==> src/hw/bitio_map.svh <==
// Offsets, field positions and reset values of the bit I/O ports
// ------------------------------------------------------------------
// Notes on behaviour
// Writing displacement 00 stores the write bit in the reset-enable latch.
// Software port clear passes only while the reset-enable latch is one.
// Writing zero at displacement 1E requests a clear, gated by reset-enable.
// Hardware reset clears every port and the reset-enable latch.
// A port is input after clear, output once written, until next clear.
// Active block write select sets that block's output-enable flop.
// Each driver enable has selectable polarity, active high or low.
// Any port clear resets output enables until the port is written again.
// Input-only setting keeps the port's drivers disabled.
// On block read, low three address bits pick the input line.
// On block write, low three address bits pick the latch bit.
// Block drivers drive latched values only while block enable is active.
// A one-bit-wide user flag memory is readable and writable over the bus.
// Flags are selected by a base match with A10 low.
// Flags form three 32-bit blocks chosen by the matching port.
// A9 and A11 to A14 pick one of 32 flags in a block.
// A11 low picks the high block, A11 high the low block.
// Block write select is its read select while the strobe is low; the code gates it with the one-cycle write pulse after the strobe falls.
// Several ports matching at once select no port and drive no read data.
// A port responds when six address MSBs match its base and it is enabled.
// Flag writes store the write bit; flag reads return the stored bit.
// ------------------------------------------------------------------
`ifndef BITIO_MAP_SVH
`define BITIO_MAP_SVH
`define NUM_PORTS 3
`define PORT_BITS 16
`define BLOCK_BITS 8
`define ADDR_W 12
`define BASE_MSB 11
`define BASE_LSB 6
`define BASE_W 6
`define DISP_MSB 5
`define A9_BIT 5
`define A10_BIT 4
`define A11_BIT 3
`define BITSEL_MSB 2
`define DISP_RESET_EN 6'h00
`define DISP_CLEAR 6'h1e
`define FLAG_BITS 96
`define FLAG_IDX_W 7
`define DATA_W 32
`define OFF_W 8
`define OFF_CFG0 8'h00
`define OFF_STEP 8'h04
`define OFF_STATUS 8'h0c
`define OFF_LATCH0 8'h10
`define CFG_W 10
`define CFG_EN_BIT 6
`define CFG_INONLY_BIT 7
`define CFG_POLH_BIT 8
`define CFG_POLL_BIT 9
`define CFG_RESET 10'h000
`define HSIZE_WORD 3'h2
`endif

==> src/hw/bitio_pkg.sv <==
// State types of the bit I/O ports
`include "bitio_map.svh"
package bitio_pkg;
  typedef struct packed {
    logic [`PORT_BITS-1:0] latch;
    logic [1:0] oe;
    logic rst_en;
    logic [1:0] drv_en;
    logic [`PORT_BITS-1:0] pin_oe;
  } port_state_t;

  typedef struct packed {
    logic [`ADDR_W-1:0] addr_s1;
    logic [`ADDR_W-1:0] addr_s2;
    logic strb_s1;
    logic strb_s2;
    logic strb_s3;
    logic wbit_s1;
    logic wbit_s2;
    logic [`NUM_PORTS*`PORT_BITS-1:0] in_s1;
    logic [`NUM_PORTS*`PORT_BITS-1:0] in_s2;
    logic [`FLAG_BITS-1:0] flag;
    logic rd_bit;
    logic rd_en;
    logic [`NUM_PORTS-1:0][`CFG_W-1:0] cfg;
    logic ph_wr;
    logic [`OFF_W-1:0] ph_off;
    logic [`DATA_W-1:0] hrdata;
    logic hreadyout;
    logic hresp;
  } top_state_t;
endpackage

==> src/hw/buffered_bit_io_ports.sv <==
// Three buffered 16-bit bit-addressed ports, flag memory and AHB config
`include "bitio_map.svh"
module buffered_bit_io_ports (
  input logic clk,
  input logic sys_rst,
  input logic [`ADDR_W-1:0] bit_addr,
  input logic bit_write_strobe_n,
  input logic serial_write_bit,
  input logic [`NUM_PORTS*`PORT_BITS-1:0] port_in,
  input logic hsel,
  input logic [31:0] haddr,
  input logic [1:0] htrans,
  input logic hwrite,
  input logic [2:0] hsize,
  input logic [`DATA_W-1:0] hwdata,
  input logic hready,
  output logic [`DATA_W-1:0] hrdata,
  output logic hreadyout,
  output logic hresp,
  output logic serial_read_bit,
  output logic serial_read_en,
  output logic [`NUM_PORTS*`PORT_BITS-1:0] port_out,
  output logic [`NUM_PORTS*`PORT_BITS-1:0] pin_oe,
  output logic [2*`NUM_PORTS-1:0] output_driver_enable
);
  bitio_pkg::top_state_t s_r, s_nxt;

  logic [`NUM_PORTS-1:0] base_address_match;
  logic [`NUM_PORTS-1:0] port_match_select;
  logic [`NUM_PORTS-1:0] rst_en_q;
  logic [2*`NUM_PORTS-1:0] oe_q;
  logic [2*`NUM_PORTS-1:0] blk_rd_sel;
  logic [`NUM_PORTS-1:0] blk_rd_bit;
  logic [`NUM_PORTS*`PORT_BITS-1:0] latch_q;
  logic valid;
  logic wr_pulse;
  logic flag_sel;
  logic [1:0] blk_num;
  logic [`FLAG_IDX_W-1:0] flag_idx;
  logic ahb_acc;
  logic off_ok;
  logic [`OFF_W-1:0] rd_off;
  logic [`DATA_W-1:0] rdata;

  // ------------------------------------------------------------
  // Register offsets
  // ------------------------------------------------------------
  function automatic logic [`OFF_W-1:0] cfg_off(input int i);
    return `OFF_W'(`OFF_CFG0 + `OFF_STEP * i);
  endfunction

  function automatic logic [`OFF_W-1:0] latch_off(input int i);
    return `OFF_W'(`OFF_LATCH0 + `OFF_STEP * i);
  endfunction

  // ------------------------------------------------------------
  // Port selection
  // ------------------------------------------------------------
  // Only one matching port may answer; two equal base addresses
  // silence all of them rather than fight on the read line
  assign valid = base_address_match == 3'h1 ||
    base_address_match == 3'h2 ||
    base_address_match == 3'h4;
  assign port_match_select = base_address_match & {`NUM_PORTS{valid}};

  // Strobe falls once per bit transfer; address and data share its
  // synchroniser depth, so they line up with the pulse
  assign wr_pulse = s_r.strb_s3 && !s_r.strb_s2;

  assign flag_sel = valid && !s_r.addr_s2[`A10_BIT];
  assign blk_num = port_match_select[1] ? 2'h1 :
    (port_match_select[2] ? 2'h2 : 2'h0);
  assign flag_idx = {blk_num, s_r.addr_s2[`A9_BIT],
    s_r.addr_s2[`A11_BIT:0]};

  // ------------------------------------------------------------
  // Ports
  // ------------------------------------------------------------
  for (genvar p = 0; p < `NUM_PORTS; p++) begin : g_port
    bit_io_port u_port (
      .clk(clk),
      .sys_rst(sys_rst),
      .bit_addr(s_r.addr_s2),
      .write_pulse(wr_pulse),
      .serial_write_bit(s_r.wbit_s2),
      .port_match_select(port_match_select[p]),
      .base_addr(s_r.cfg[p][`BASE_W-1:0]),
      .port_enable(s_r.cfg[p][`CFG_EN_BIT]),
      .input_only(s_r.cfg[p][`CFG_INONLY_BIT]),
      .pol_high(s_r.cfg[p][`CFG_POLH_BIT]),
      .pol_low(s_r.cfg[p][`CFG_POLL_BIT]),
      .port_in(s_r.in_s2[p*`PORT_BITS +: `PORT_BITS]),
      .base_address_match(base_address_match[p]),
      .block_read_sel(blk_rd_sel[2*p +: 2]),
      .block_read_bit(blk_rd_bit[p]),
      .latch_q(latch_q[p*`PORT_BITS +: `PORT_BITS]),
      .oe_q(oe_q[2*p +: 2]),
      .rst_en_q(rst_en_q[p]),
      .output_driver_enable(output_driver_enable[2*p +: 2]),
      .pin_oe(pin_oe[p*`PORT_BITS +: `PORT_BITS])
    );
  end

  // ------------------------------------------------------------
  // Next state
  // ------------------------------------------------------------
  always_comb begin
    s_nxt = s_r;
    // Pins come from the bus' own timing and pass two flops first
    s_nxt.addr_s1 = bit_addr;
    s_nxt.addr_s2 = s_r.addr_s1;
    s_nxt.strb_s1 = bit_write_strobe_n;
    s_nxt.strb_s2 = s_r.strb_s1;
    s_nxt.strb_s3 = s_r.strb_s2;
    s_nxt.wbit_s1 = serial_write_bit;
    s_nxt.wbit_s2 = s_r.wbit_s1;
    s_nxt.in_s1 = port_in;
    s_nxt.in_s2 = s_r.in_s1;

    // Flag memory, one bit wide, no hardware meaning
    if (wr_pulse && flag_sel) begin
      s_nxt.flag[flag_idx] = s_r.wbit_s2; // see
    end

    // Read line answers for flags or an addressed block only
    s_nxt.rd_en = valid && (flag_sel || blk_rd_sel != '0);
    if (flag_sel) begin
      s_nxt.rd_bit = s_r.flag[flag_idx];
    end else begin
      s_nxt.rd_bit = |({blk_rd_bit[2], blk_rd_bit[2],
        blk_rd_bit[1], blk_rd_bit[1], blk_rd_bit[0],
        blk_rd_bit[0]} & blk_rd_sel);
    end

    // AHB-Lite slave, zero wait states
    ahb_acc = hsel && htrans[1] && hready;
    // Upper address bits must be zero so high aliases stay unmapped
    s_nxt.ph_wr = ahb_acc && hwrite && hsize == `HSIZE_WORD &&
      haddr[31:`OFF_W] == '0;
    s_nxt.ph_off = haddr[`OFF_W-1:0];
    for (int i = 0; i < `NUM_PORTS; i++) begin
      if (s_r.ph_wr && s_r.ph_off == cfg_off(i)) begin
        s_nxt.cfg[i] = hwdata[`CFG_W-1:0];
      end
    end

    // Read data built from the post-write copy so a read right
    // behind a write to the same word sees the new value
    off_ok = haddr[31:`OFF_W] == '0;
    rd_off = haddr[`OFF_W-1:0];
    rdata = '0;
    if (off_ok && rd_off == `OFF_STATUS) begin
      rdata = `DATA_W'({oe_q, rst_en_q});
    end
    for (int i = 0; i < `NUM_PORTS; i++) begin
      if (off_ok && rd_off == cfg_off(i)) begin
        rdata = `DATA_W'(s_nxt.cfg[i]);
      end
      if (off_ok && rd_off == latch_off(i)) begin
        rdata = `DATA_W'(latch_q[i*`PORT_BITS +: `PORT_BITS]);
      end
    end
    s_nxt.hrdata = (ahb_acc && !hwrite) ? rdata : '0;
    s_nxt.hreadyout = 1'b1;
    s_nxt.hresp = 1'b0;

    // Hardware reset also returns every port to its input state
    if (sys_rst) begin
      s_nxt = '0;
      s_nxt.strb_s1 = 1'b1;
      s_nxt.strb_s2 = 1'b1;
      s_nxt.strb_s3 = 1'b1;
      s_nxt.cfg = {`NUM_PORTS{`CFG_RESET}};
    end
  end

  always_ff @(posedge clk) begin
    s_r <= s_nxt;
  end

  // ------------------------------------------------------------
  // Outputs
  // ------------------------------------------------------------
  assign hrdata = s_r.hrdata;
  assign hreadyout = s_r.hreadyout;
  assign hresp = s_r.hresp;
  assign serial_read_bit = s_r.rd_bit;
  assign serial_read_en = s_r.rd_en;
  // Latches always hold their value; pin_oe decides if it reaches a pin
  assign port_out = latch_q;

  // ------------------------------------------------------------
  // Checks
  // ------------------------------------------------------------
  property p_flag_roundtrip;
    logic [`FLAG_IDX_W-1:0] idx;
    logic v;
    @(posedge clk) disable iff (sys_rst)
    (wr_pulse && flag_sel, idx = flag_idx, v = s_r.wbit_s2)
      ##1 (flag_sel && flag_idx == idx && !wr_pulse)
      |=> serial_read_en && serial_read_bit == v;
  endproperty

  a_flag_roundtrip: assert property (p_flag_roundtrip)
    else $error("flag read did not return written bit");
  a_dup_no_read: assert property (@(posedge clk) disable iff (sys_rst)
    (base_address_match != '0 && !valid) |=> !serial_read_en)
    else $error("read driven with several ports matching");
  a_flag_read_en: assert property (@(posedge clk) disable iff (sys_rst)
    flag_sel |=> serial_read_en)
    else $error("flag select did not drive read line");
  a_flag_blocks: assert property (@(posedge clk) disable iff (sys_rst)
    (wr_pulse && flag_sel && port_match_select[0]) |=>
      s_r.flag[`FLAG_BITS-1:32] == $past(s_r.flag[`FLAG_BITS-1:32]))
    else $error("flag write leaked into another block");
  a_block_read: assert property (@(posedge clk) disable iff (sys_rst)
    (port_match_select[0] && s_r.addr_s2[`A10_BIT] &&
      !s_r.addr_s2[`A11_BIT]) |=> serial_read_en &&
      serial_read_bit == $past(s_r.in_s2[{1'b1,
        s_r.addr_s2[`BITSEL_MSB:0]}]))
    else $error("high block read picked wrong input");
  a_bus_ready: assert property (@(posedge clk) disable iff (sys_rst)
    1'b1 |=> hreadyout && !hresp)
    else $error("bus slave not ready or not okay");
  c_flag_write: cover property (@(posedge clk) disable iff (sys_rst)
    wr_pulse && flag_sel && port_match_select[2]);
  c_dup_match: cover property (@(posedge clk) disable iff (sys_rst)
    base_address_match == 3'h5);
  c_block_write: cover property (@(posedge clk) disable iff (sys_rst)
    wr_pulse && blk_rd_sel[1] ##1 pin_oe[`PORT_BITS-1]);
endmodule

==> src/hw/bit_io_port.sv <==
// One 16-bit port: decode, reset-enable, output enables and latches
`include "bitio_map.svh"
module bit_io_port (
  input logic clk,
  input logic sys_rst,
  input logic [`ADDR_W-1:0] bit_addr,
  input logic write_pulse,
  input logic serial_write_bit,
  input logic port_match_select,
  input logic [`BASE_W-1:0] base_addr,
  input logic port_enable,
  input logic input_only,
  input logic pol_high,
  input logic pol_low,
  input logic [`PORT_BITS-1:0] port_in,
  output logic base_address_match,
  output logic [1:0] block_read_sel,
  output logic block_read_bit,
  output logic [`PORT_BITS-1:0] latch_q,
  output logic [1:0] oe_q,
  output logic rst_en_q,
  output logic [1:0] output_driver_enable,
  output logic [`PORT_BITS-1:0] pin_oe
);
  bitio_pkg::port_state_t s_r, s_nxt;
  logic [`DISP_MSB:0] disp;
  logic [`BITSEL_MSB:0] sel;
  logic blk_area, rsten_wr, clr_req, drive_h, drive_l;
  logic high_block_read_select_n, low_block_read_select_n;
  logic port_direction_clear_n;
  logic [1:0] block_write_select;

  // ------------------------------------------------------------
  // Decode
  // ------------------------------------------------------------
  assign base_address_match = port_enable &&
    bit_addr[`BASE_MSB:`BASE_LSB] == base_addr;
  assign disp = bit_addr[`DISP_MSB:0];
  assign sel = bit_addr[`BITSEL_MSB:0];
  assign blk_area = port_match_select && bit_addr[`A10_BIT];
  assign high_block_read_select_n =
    !(blk_area && !bit_addr[`A11_BIT]);
  assign low_block_read_select_n =
    !(blk_area && bit_addr[`A11_BIT]);
  assign block_write_select = {!high_block_read_select_n && write_pulse,
    !low_block_read_select_n && write_pulse};
  assign rsten_wr = port_match_select && disp == `DISP_RESET_EN &&
    write_pulse;
  assign clr_req = port_match_select && disp == `DISP_CLEAR &&
    write_pulse && !serial_write_bit;
  // Hardware reset clears unconditionally, software only when enabled
  assign port_direction_clear_n =
    !(sys_rst || (clr_req && s_r.rst_en)); // see
  assign block_read_sel = {!high_block_read_select_n,
    !low_block_read_select_n};
  assign block_read_bit = (block_read_sel[1] &&
    port_in[{1'b1, sel}]) || (block_read_sel[0] &&
    port_in[{1'b0, sel}]);

  // ------------------------------------------------------------
  // State
  // ------------------------------------------------------------
  always_comb begin
    s_nxt = s_r;
    for (int b = 0; b < 2; b++) begin
      if (block_write_select[b]) begin
        s_nxt.oe[b] = 1'b1; // see
        s_nxt.latch[{b[0], sel}] = serial_write_bit;
      end
    end
    if (rsten_wr) begin
      s_nxt.rst_en = serial_write_bit;
    end
    // Displacement 1E aliases a low-block bit; the clear wins over the set
    if (!port_direction_clear_n) begin
      s_nxt.oe = 2'h0; // see
    end
    if (sys_rst) begin
      s_nxt.rst_en = 1'b0;
      s_nxt.latch = '0;
    end
    drive_h = s_nxt.oe[1] && !input_only;
    drive_l = s_nxt.oe[0] && !input_only;
    s_nxt.drv_en = {drive_h ^ pol_high, drive_l ^ pol_low};
    s_nxt.pin_oe = {{`BLOCK_BITS{drive_h}},
      {`BLOCK_BITS{drive_l}}};
  end

  always_ff @(posedge clk) begin
    s_r <= s_nxt;
  end

  assign latch_q = s_r.latch;
  assign oe_q = s_r.oe;
  assign rst_en_q = s_r.rst_en;
  assign output_driver_enable = s_r.drv_en;
  assign pin_oe = s_r.pin_oe;

  // ------------------------------------------------------------
  // Checks
  // ------------------------------------------------------------
  a_oe_set_write: assert property (@(posedge clk) disable iff (sys_rst)
    block_write_select[1] |=> s_r.oe[1])
    else $error("high block write did not enable outputs");
  a_clear_kills_oe: assert property (@(posedge clk) disable iff (sys_rst)
    !port_direction_clear_n |=> s_r.oe == 2'h0)
    else $error("port clear left an output enabled");
  a_clear_blocked: assert property (@(posedge clk) disable iff (sys_rst)
    clr_req && !s_r.rst_en |=> s_r.oe[1] == $past(s_r.oe[1]))
    else $error("clear passed with reset-enable low");
  a_rsten_clear: assert property (@(posedge clk) disable iff (sys_rst)
    rsten_wr |=> s_r.rst_en == $past(serial_write_bit))
    else $error("reset-enable latch did not take the write bit");
  a_input_only: assert property (@(posedge clk) disable iff (sys_rst)
    input_only |=> s_r.pin_oe == '0)
    else $error("input-only port drives outputs");
  a_drv_polarity: assert property (@(posedge clk) disable iff (sys_rst)
    1'b1 |=> s_r.drv_en[1] ==
      ((s_r.oe[1] && !$past(input_only)) ^ $past(pol_high)))
    else $error("driver enable polarity wrong");
  a_latch_write: assert property (@(posedge clk) disable iff (sys_rst)
    block_write_select[0] |=>
      s_r.latch[{1'b0, $past(sel)}] == $past(serial_write_bit))
    else $error("output latch bit not written");
  a_drive_gated: assert property (@(posedge clk) disable iff (sys_rst)
    s_r.pin_oe[0] |-> s_r.oe[0] && s_r.drv_en[0] != $past(pol_low))
    else $error("pins driven without block enable");
  c_sw_clear: cover property (@(posedge clk) disable iff (sys_rst)
    clr_req && s_r.rst_en && s_r.oe != 2'h0);
endmodule

==> config.mk <==
export PLATFORM = sky130hd
export DESIGN_NAME = buffered_bit_io_ports
export DESIGN_NICKNAME = d
export VERILOG_FILES = /design/src/hw/bitio_pkg.sv /design/src/hw/buffered_bit_io_ports.sv /design/src/hw/bit_io_port.sv
export VERILOG_INCLUDE_DIRS = /design/src /design/src/hw
export SDC_FILE = /design/constraint.sdc
export NUM_CORES = 1
export LEC_CHECK = 0
export ABC_AREA = 1
export ABC_CLOCK_PERIOD_IN_PS = 5450
export BUFFER_PORTS_ARGS = -buffer_cell sky130_fd_sc_hd__buf_2
export CORE_MARGIN = 2
export CORE_UTILIZATION = 61
export CTS_BUF_LIST = sky130_fd_sc_hd__clkbuf_2
export CTS_CLUSTER_DIAMETER = 50
export DETAILED_ROUTE_END_ITERATION = 12
export HOLD_SLACK_MARGIN = 0.15
export PLACE_DENSITY_LB_ADDON = 0.1
export SYNTH_ARGS = -nofsm -noshare
export SYNTH_HDL_FRONTEND = slang
export SYNTH_SLANG_ARGS = --single-unit
==> constraint.sdc <==
create_clock -name clk -period 5.45 [get_ports clk]
set_input_delay 0.2725 -clock clk [delete_from_list [all_inputs] [get_ports clk]]
set_output_delay 0.2725 -clock clk [all_outputs]
set_load 0.02 [all_outputs]
## Word level (Yosys, flattened, before mapping)

Cells that the tools add are included.

| cells by class | value |
|---|---|
| mux-type cells | 53 |
| reduce and logical (&&, ||, !) cells | 96 |
| equality and inequality tests | 16 |
| $lt $le $gt $ge | 6 |
| bitwise logic cells | 9 |

Operators by type and width:

| operator | count |
|---|---|
| 2-to-1 mux 32 bit | 5 |
| bitwise mux 16 bit | 6 |
| bitwise mux 96 bit | 1 |
| logical AND 1 bit | 71 |
| 2-to-1 mux 17 bit | 3 |
| 2-to-1 mux 16 bit | 3 |
| 2-to-1 mux 10 bit | 4 |
| == test 8 x 4 -> 1 bit (second input constant) | 3 |
| == test 8 x 5 -> 1 bit (second input constant) | 3 |
| logical NOT 24 bit | 1 |
| binary-select mux 1 bit (select 3 bit) | 6 |
| == test 6 bit | 3 |
| == test 8 x 3 -> 1 bit (second input constant) | 2 |
| logical NOT 8 bit | 2 |
| 2-to-1 mux 1 bit | 14 |
| 2-to-1 mux 2 bit | 6 |
| logical OR 1 bit | 9 |
| 2-to-1 mux 9 bit | 1 |
| logical NOT 1 bit | 8 |
| < comparator 7 x 8 -> 1 bit (second input constant) | 1 |
| OR reduction 8 bit | 1 |
| binary-select mux 1 bit (select 7 bit) | 1 |
| demux 1 bit (select 7 bit) | 1 |
| >= comparator 7 x 1 -> 1 bit (second input constant) | 1 |
| 17 further kinds | 24 |

| word-level totals | value |
|---|---|
| output and inout port bits | 138 |
| input bits | 136 |
| logic and storage cells | 216 |
| register bits after elaboration | 386 |

## Logic depth before layout (Yosys ltp)

Gate-level depths: netlist of the first run.

| depth | value |
|---|---|
| word-level depth | 15 |
| depth in mapped cells | 16 |
| mapped depth without buffers | 15 |

## Modules after synthesis

From an unflattened synthesis of the first run, not the netlist that was laid out.

| unflattened totals | value |
|---|---|
| cell total of the unflattened synthesis | 2,215 |
| area total of the unflattened synthesis | 15,906.5 um^2 |

By module, submodules not included:

| module | area an instance (um^2) | seq. area each (um^2) | cells an instance | instances |
|---|---|---|---|---|
| buffered_bit_io_ports | 11,708.7 | 5,585.4 | 1,579 | 1 |
| bit_io_port at g_port[1].u_port | 1,428.9 | 460.4 | 215 | 1 |
| bit_io_port at g_port[0].u_port | 1,403.8 | 460.4 | 215 | 1 |
| bit_io_port at g_port[2].u_port | 1,365.1 | 460.4 | 206 | 1 |

## Worst setup path before layout of the first run

OpenSTA, ideal clock, no wires.

| path | value |
|---|---|
| kind | register to register |
| start | register s_r[280] (netlist bit) |
| end | register s_r[76] (netlist bit) |
| setup time | 132 ps |
| arrival time | 1,662 ps |
| clock period less this slack | 1,794 ps |
| required time | 5,318 ps |
| setup slack | 3,656 ps |
| path buffers | 2 |
| cell stages (with the launch flop) | 15 |
| cells stage by stage | dfxtp_1 -> buf_6 -> nand2_2 -> inv_2 -> nor2_1 -> nand2_1 -> nor2_1 -> nand2_2 -> nand2_2 -> nand3_2 -> nand2_4 -> nand3_2 -> clkbuf_1 -> o21ai_0 -> a21oi_1 |

| between the ends | value |
|---|---|
| word-level cells in the longest chain between the ends | 13 |
| elaborated cells between the ends (all ways) | 22 |
| classes of those cells | order compare: 2; eq/ne: 6; mux: 5; bitwise: 1; reduce/logical: 8 |

RTL lines:

| element | line | source |
|---|---|---|
| start, declared | buffered_bit_io_ports.sv:26 | `bitio_pkg::top_state_t s_r, s_nxt;` |
| start signal, assigned | buffered_bit_io_ports.sv:178 | `s_r <= s_nxt;` |
| == test 6 bit | bit_io_port.sv:37 | `` bit_addr[`BASE_MSB:`BASE_LSB] == base_addr; `` |
| logical AND 1 bit | bit_io_port.sv:36 | `assign base_address_match = port_enable &&` |
| == test 3 x 1 -> 1 bit or == test 3 x 2 -> 1 bit (tied branches) | buffered_bit_io_ports.sv:61, buffered_bit_io_ports.sv:62 |  |
| logical OR 1 bit | buffered_bit_io_ports.sv:61 | `assign valid = base_address_match == 3'h1 \|\|` |
| logical OR 1 bit | buffered_bit_io_ports.sv:62 | `base_address_match == 3'h2 \|\|` |
| AND 3 bit | buffered_bit_io_ports.sv:64 | `` assign port_match_select = base_address_match & {`NUM_PORTS{valid}}; `` |
| 2-to-1 mux 2 bit | buffered_bit_io_ports.sv:72 | `(port_match_select[2] ? 2'h2 : 2'h0);` |
| 2-to-1 mux 2 bit | buffered_bit_io_ports.sv:71 | `assign blk_num = port_match_select[1] ? 2'h1 :` |
| < comparator 7 x 8 -> 1 bit (not written as such) or >= comparator 7 x 1 -> 1 bit (tied branches) | buffered_bit_io_ports.sv:122 | `s_nxt.flag[flag_idx] = s_r.wbit_s2;` |
| logical AND 1 bit (not written as such) | buffered_bit_io_ports.sv:122 |  |
| 2-to-1 mux 1 bit (not written as such) | buffered_bit_io_ports.sv:122 |  |
| demux 1 bit (select 7 bit) | buffered_bit_io_ports.sv:122 |  |
| bitwise mux 96 bit | buffered_bit_io_ports.sv:122 |  |

Several ways; a longest one is shown, not always the timed one.
A chain may end at the register's enable or synchronous reset.

## Worst setup path in the final report of the first run

| path | value |
|---|---|
| start | register s_r[279] (netlist bit) |
| end | register g_port[1].u_port.s_r, in the netlist g_port[1].u_port.latch_q[12] |

| between the ends | value |
|---|---|
| word-level cells in the longest chain between the ends | 12 |
| elaborated cells between the ends (all ways) | 20 |
| classes of those cells | eq/ne: 6; mux: 3; bitwise: 1; reduce/logical: 10 |

RTL lines:

| element | line | source |
|---|---|---|
| == test 6 bit | bit_io_port.sv:37 |  |
| logical AND 1 bit | bit_io_port.sv:36 |  |
| == test 3 x 1 -> 1 bit or == test 3 x 2 -> 1 bit (tied branches) | buffered_bit_io_ports.sv:61, buffered_bit_io_ports.sv:62 |  |
| logical OR 1 bit | buffered_bit_io_ports.sv:61 |  |
| logical OR 1 bit | buffered_bit_io_ports.sv:62 |  |
| AND 3 bit * | buffered_bit_io_ports.sv:64 |  |
| logical AND 1 bit * | bit_io_port.sv:40 | `` assign blk_area = port_match_select && bit_addr[`A10_BIT]; `` |
| logical AND 1 bit | bit_io_port.sv:44 | `` !(blk_area && bit_addr[`A11_BIT]); `` |
| logical AND 1 bit | bit_io_port.sv:46 | `!low_block_read_select_n && write_pulse};` |
| 2-to-1 mux 16 bit | bit_io_port.sv:66 | `if (block_write_select[b]) begin` |
| bitwise mux 16 bit | bit_io_port.sv:68 | `s_nxt.latch[{b[0], sel}] = serial_write_bit;` |
| 2-to-1 mux 17 bit * | bit_io_port.sv:66 |  |
| end signal, assigned | bit_io_port.sv:90 | `s_r <= s_nxt;` |
| end, declared | bit_io_port.sv:25 | `bitio_pkg::port_state_t s_r, s_nxt;` |

Mark *: on every way between the ends. The rest lies on a longest branch, timed or not.

==> results by group, run 1 <==
Timing
  • Fin. max-slew vios: 0
  • Final Cycle Share: 0.6504
  • Max Freq: about 0.28 GHz
  • Worst Skew: ~0.11 ns
  • Final worst path period need: 3.545 ns
  • Final hold violations: 0
  • Worst-Margin Slew: roughly 1.1 ns
  • Final setup fails: 0
  • Slew headroom: 0.2431
  • RSZ-0062 raised after global routing: false
  • Min Hold Slack: 0.2233 ns
  • Setup TNS: 0 ns

GRT
  • First-pass GRT wire length: between 80000 and 90000 um
  • GRT Residual Overflow: 0
  • Total GRT Usage: 0.3771
  • Number of global-route vias before repair: roughly 17000
  • Largest net degree at the start of global routing: about 100
  • Initial antenna violation count: 6

CTS
  • Post-CTS Setup Inserts: 0
  • Post_cts resized: 0
  • CTS Buffer Depth: 3
  • Clock sink count: 348
  • CTS tree: done
  • Cts hold-fix bufs: between 200 and 250
  • Clock Pin Slew Worst Setup and Hold Paths: roughly 0.12 ns
  • Number of CTS-inserted buffers: 88
  • Clock Latency Late Sink: 0.99 ns
  • Clock root buffer: clkbuf_2
  • Htree depth: 3

Critical path
  • Crit-path max FO: 32
  • R2R Path Start: s_r[279]
  • Worst reg-to-reg setup slack: 1.91 ns
  • Worst r2r path cells: 12
  • Arrival @ worst endpoint: about 4.4 ns
  • Required time of the critical path: 6.27 ns
  • Startpoint Class: register
  • CP Class: register to register
  • Worst Setup End Kind: register
  • FF-to-FF End: g_port[1].u_port.latch_q[12]

Routing
  • Routed vias/inst: 5.527
  • Post-DRT Antenna Nets: 0
  • DR pass1 iterations: 6
  • Wire per inst: 16.97 um
  • Starting DRT DRC Count: 2017
  • Vias: 17240
  • Post-Route WL: roughly 53000 um
  • Drt drc: 0

Floorplanning
  • DIE HEIGHT: around 170 um
  • Die width: 165.9 um
  • Core footprint: 25910 um2
  • Std cell rows: 59
  • DIE AREA: 27520 um2
  • IO Count: roughly 270
  • Starting Density: 0.6171

Final layout
  • Ratio of cells with drive above 1 in the final layout: 0.1544
  • Finished Cell Area: between 15000 and 20000 um2
  • Most common cell after layout, fill and taps aside: nand2_1
  • Synth-to-Final Area Change: 21.61%
  • Fin nets: ~2900
  • Final Non-Filler Cells: 3119
  • Most frequent cells in the layout: nand2_1, nor2_1, dfxtp_1

Power
  • Maximum VDD drop: 0.0001715 V
  • Leakage power: 8.852 nW
  • Tot Pwr: between 4 and 5 mW
  • Cell Pwr Density: 244.5 nW/um2

Synth
  • Post-synthesis cell type count: 40
  • Post-Syn Area: 15990 um2
  • Post-Synth Adder-Cell Area: 0
  • Simple-gate share of the synthesized area: 0.2929
  • Seq cells post-synth: 348
  • Mean Syn Cell Area: 6.744 um2
  • EDFF count, synth: 0
  • Asr flop ratio synth: 0
  • Synth top area share: 0.4357
  • Mux contribution to synthesized area: 0
  • Post-Synth XOR/XNOR Area: 0.001096
  • Main combinational cell family by area after synthesis: simple AND/OR/NAND/NOR gates
  • Ys Warns: 0
  • Post-synthesis sequential area ratio: 0.4357
  • Area leader, netlist: dfxtp_1
  • Synth Area in Compound Gates: 0.1273
  • Post-synth top flop: dfxtp_1
  • Top post-synthesis cells by area: dfxtp_1, nand2_1, nor2_1
  • Gate count of the mapped netlist: 2371

Placement
  • Area post-placement: 16690 um2
  • Port bufs: 233
  • Cells after DPL: approximately 2800
  • Dpl hpwl: 28510 um
  • Final weighted congestion in routability-driven placement: 0.9042

Hold path
  • Hold Path Cell Cnt: 4
  • Hold crit path type: input port to register
  • Hold Path End: s_r[42]
  • Hold Startpoint: htrans[1]

Outcome
  • Outcome: complete, no violations

Flow run
  • Max Cap Viol: 0
-- area by class of cell --
cell class	instances	area, um2
Fill cell	1975	6466
Multi-Input combinational cell	1524	6808
Clock buffer	121	605.6
Antenna cell	5	12.51
Tap cell	335	419.2
Inverter	309	1160
Timing Repair Buffer	455	3344
Sequential cell	348	6968
Clock inverter	22	127.6
-- registers in the layout, indices dropped and copies added (netlist names) --
register                            cells
s_r                                   255
flag_idx                                5
g_port.u_port.rst_en_q                  3
serial_read_en                          1
g_port.u_port.output_driver_enable      6
g_port.u_port.latch_q                  48
hreadyout                               1
g_port.u_port.oe_q                      6
serial_read_bit                         1
g_port.u_port.pin_oe                    6
hrdata                                 16
-- cells by family (layout without fill, tap and decap cells) --
group           count (synthesis)  count (layout)
buf+inv                       515             907
compound gates                394             394
flops                         348             348
xor+xnor                        2               2
other cells                     1              22
simple gates                 1111            1111
-- where the power goes --
group | internal [mW] | switching (mW) | total (mW)
Sequential | 2.59 | 0.0244 | 2.61
Combinational | 0.168 | 0.231 | 0.399
Clock | 0.618 | 1.13 | 1.74
Total | 3.37 | 1.38 | 4.76
-- stage by stage --
step,setup slack [ns],utilization
5_1_grt,1.742,0.7504
3_3_place_gp,2.170,0.6440
3_5_place_dp,2.114,0.6440
6_report,1.905,0.7504
4_1_cts,2.047,0.7500
2_1_floorplan,3.656,-
-- cells in the mapped netlist (7+ instances only) --
cell and n:
inv_2 14, buf_1 8, nand4_1 53, o21ai_0 197, nor3_1 16, nand3_2 7, o22ai_1 12, nand2_1 459
buf_4 76, nor2_1 393, buf_2 15, dfxtp_1 348, a21oi_1 160, nand3_1 155, o21ai_1 9, clkbuf_1 101
inv_1 293
-- worst max-delay path, cell delays in order (launching register included) --
cell and delay, ns:
dfxtp_1 0.45, inv_2 0.08, nand2_1 0.09, nand2_1 0.06
nor2_1 0.10, nand2_1 0.06, nor2_1 0.22, nand3_2 0.62
nor2_2 0.46, nand3_1 0.53, inv_1 0.50, nand2_1 0.10
a21oi_1 0.16
-- layer usage --
metal  global-route usage  up-vias  routed length (um)
li1                     -     8149                   -
met1               0.4363     7820               19330
met4               0.2268        2                3129
met2               0.6370     1019               25370
met5                    0        -                  12
met3              0.08770      249                5095
-- worst max path at each step --
| stage | from | to | slack, ns | cells past startpoint |
|---|---|---|---|---|
| 2_1_floorplan | s_r[280] | s_r[76] | 3.66 | 14 |
| 3_3_place_gp | s_r[279] | g_port[1].u_port.latch_q[8] | 2.17 | 12 |
| 3_5_place_dp | s_r[279] | g_port[1].u_port.latch_q[12] | 2.11 | 12 |
| 4_1_cts | s_r[279] | g_port[1].u_port.latch_q[12] | 2.05 | 12 |
| 5_1_grt | s_r[279] | g_port[1].u_port.latch_q[13] | 1.74 | 12 |
| 6_report | s_r[279] | g_port[1].u_port.latch_q[12] | 1.91 | 12 |
No activity file was read; power rests on OpenSTA's default activity.
==> run 2, diff against run 1 <==
Settings changed: ABC_CLOCK_PERIOD_IN_PS 5450 to 3700, CORE_UTILIZATION 61 to 58.
Clock period 5.45 ns to 3.7 ns, I/O delays scaled along.
==> run 2 against run 1 <==
Critical path depth shrank 3. Cell count shrank 0.71%. Global-route usage decreased by 2.9 points. First-iteration DRC count decreased by 23%. Power up 46%. Combinational power grew 39%. Non-clock buffer count shrank 26. Hold slack improved by 0.022 ns. Critical path type is now input port to register. Largest power group unchanged.
==> results by group, run 2 (synthesis gave the netlist of run 1 again) <==
Routing
  • Post-Route WL: 50760 um
  • DR pass1 iterations: 6
  • Drt drc: 0
  • Starting DRT DRC Count: 1554
  • Vias: about 17000
  • Routed vias/inst: between 5 and 6
  • Wire per inst: around 16 um
  • Post-DRT Antenna Nets: 0

GRT
  • First-pass GRT wire length: 80360 um
  • Number of global-route vias before repair: approximately 16000
  • Largest net degree at the start of global routing: 115
  • Total GRT Usage: 0.3478
  • GRT Residual Overflow: 0
  • Initial antenna violation count: 2

Power
  • Leakage power: 8.711 nW
  • Maximum VDD drop: ~0.00030 V
  • Cell Pwr Density: 362.9 nW/um2

Critical path
  • Critical Path Sink: s_r[42]
  • Worst Setup End Kind: register
  • Required time of the critical path: between 4 and 5 ns
  • Worst reg-to-reg setup slack: 0.85 ns
  • Startpoint Class: input port
  • Crit-path max FO: 1
  • Worst r2r path cells: 13
  • Setup crit start: hsize[0]
  • CP Class: input port to register
  • R2R Path Start: s_r[281]
  • FF-to-FF End: s_r[158]
  • Arrival @ worst endpoint: 3.84 ns

CTS
  • Clock root buffer: clkbuf_2
  • CTS tree: done
  • Post-CTS Setup Inserts: 0
  • Clock Pin Slew Worst Setup and Hold Paths: 0.11 ns
  • CTS Buffer Depth: 3
  • Htree depth: 3
  • Number of CTS-inserted buffers: 87
  • Clock sink count: between 300 and 400
  • Clock Latency Late Sink: approximately 0.93 ns

Final layout
  • Synth-to-Final Area Change: 20.00%
  • Register area: 6968 um2
  • Fin nets: between 2000 and 3000
  • Finished Core Util: 0.7100
  • Layout fillers: between 2000 and 2500
  • Finished Cell Area: 19190 um2
  • Ratio of cells with drive above 1 in the final layout: 0.1594
  • Most common cell after layout, fill and taps aside: nand2_1
  • Most frequent cells in the layout: nand2_1, nor2_1, dfxtp_1
  • Max reg flops: 255
  • Multi-input gate area: slightly below 7000 um2
  • Register with the highest flop count: s_r

Floorplanning
  • IO Count: 274
  • DIE HEIGHT: between 150 and 200 um
  • Starting Density: 0.5916
  • Std cell rows: 60
  • Core footprint: 27030 um2
  • DIE AREA: between 20000 and 30000 um2
  • Die width: 170.0 um

Timing
  • Fin. max-slew vios: 0
  • Final setup fails: 0
  • Worst Skew: 0.09326 ns
  • Min Hold Slack: 0.2451 ns
  • Setup TNS: 0 ns
  • Final hold violations: 0
  • Max Freq: roughly 0.33 GHz
  • Slew headroom: 0.2327
  • Setup WS post-layout: 0.6815 ns
  • Worst-Margin Slew: 1.151 ns
  • Final worst path period need: 3.018 ns
  • RSZ-0062 raised after global routing: false
  • Final Cycle Share: 0.8158

Placement
  • Area post-placement: 16730 um2
  • Dpl hpwl: between 20000 and 30000 um
  • Port bufs: between 200 and 250
  • Pre-CTS setup slack: 0.9541 ns
  • Final weighted congestion in routability-driven placement: a little over 0.9

Flow run
  • Max Cap Viol: 0

Outcome
  • Outcome: complete, no violations

Hold path
  • Hold crit path type: input port to register
-- run 2: cell count changes in the layout (fill, tap and decap cells not counted), moves of 3 or more --
cell           change
inv_8              -3
clkbuf_2           +5
buf_4              +5
diode_2            -3
dlygate4sd3_1     -31
clkinv_1           -4
-- run 2: final cells by class --
type                       instances  area share
sequential                       348      0.3632
multi-input combinational       1524      0.3547
timing repair buffer             429      0.1601
inverter                         309     0.06045
clock buffer                     126     0.03287
tap                              341     0.02224
clock inverter                    18    0.006260
antenna                            2   0.0002608
-- run 2: timing repair --
item	in CTS	in global routing
hold buffers	170	0
endpoints found under the setup margin	0	0
gates resized for setup	0	0
hold endpoints to repair	170	0
-- run 2: where the power goes --
part | internal [mW] | switching (mW)
Combinational | 0.230 | 0.327
Sequential | 3.81 | 0.0275
Clock | 0.985 | 1.58
Total | 5.03 | 1.94
-- run 2: how the worst min path moves through the flow --
| stage | start | to | slack (ns) | depth (start not counted) |
|---|---|---|---|---|
| after floorplan | bit_write_strobe_n | s_r[271] | 0.29 | 1 |
| after detailed placement | bit_write_strobe_n | s_r[271] | 0.37 | 2 |
| after global placement | bit_write_strobe_n | s_r[271] | 0.37 | 2 |
| after CTS | hwdata[0] | s_r[63] | 0.21 | 4 |
| final | hwdata[0] | s_r[63] | 0.25 | 4 |
| after global routing | haddr[4] | s_r[38] | 0.25 | 4 |
-- run 2: layer usage --
| layer | wire length, um | vias up | GRT usage |
|---|---|---|---|
| li1 | - | 8068 | - |
| met1 | 19520 | 7826 | 0.3987 |
| met2 | 24970 | 886 | 0.6185 |
| met3 | 4055 | 173 | 0.06256 |
| met4 | 2220 | 0 | 0.1825 |
| met5 | 0 | - | 0 |
-- run 2: stage by stage --
stage | power [mW] | std cells
floorplan | 4.175 | 2387
global placement | 4.307 | 2781
detailed placement | 4.311 | 2781
CTS | 6.933 | 3095
global route | 7.233 | 3097
finish | 6.964 | 3097
-- run 2: worst max-delay path, stage by stage --
cell and delay, ns:
dlygate4sd3_1 0.55, buf_2 0.15, dlygate4sd3_1 0.60, nor3b_1 0.27
dlygate4sd3_1 0.61, nand3_1 0.07, dlygate4sd3_1 0.60, nor3_1 0.22
dlygate4sd3_1 0.59
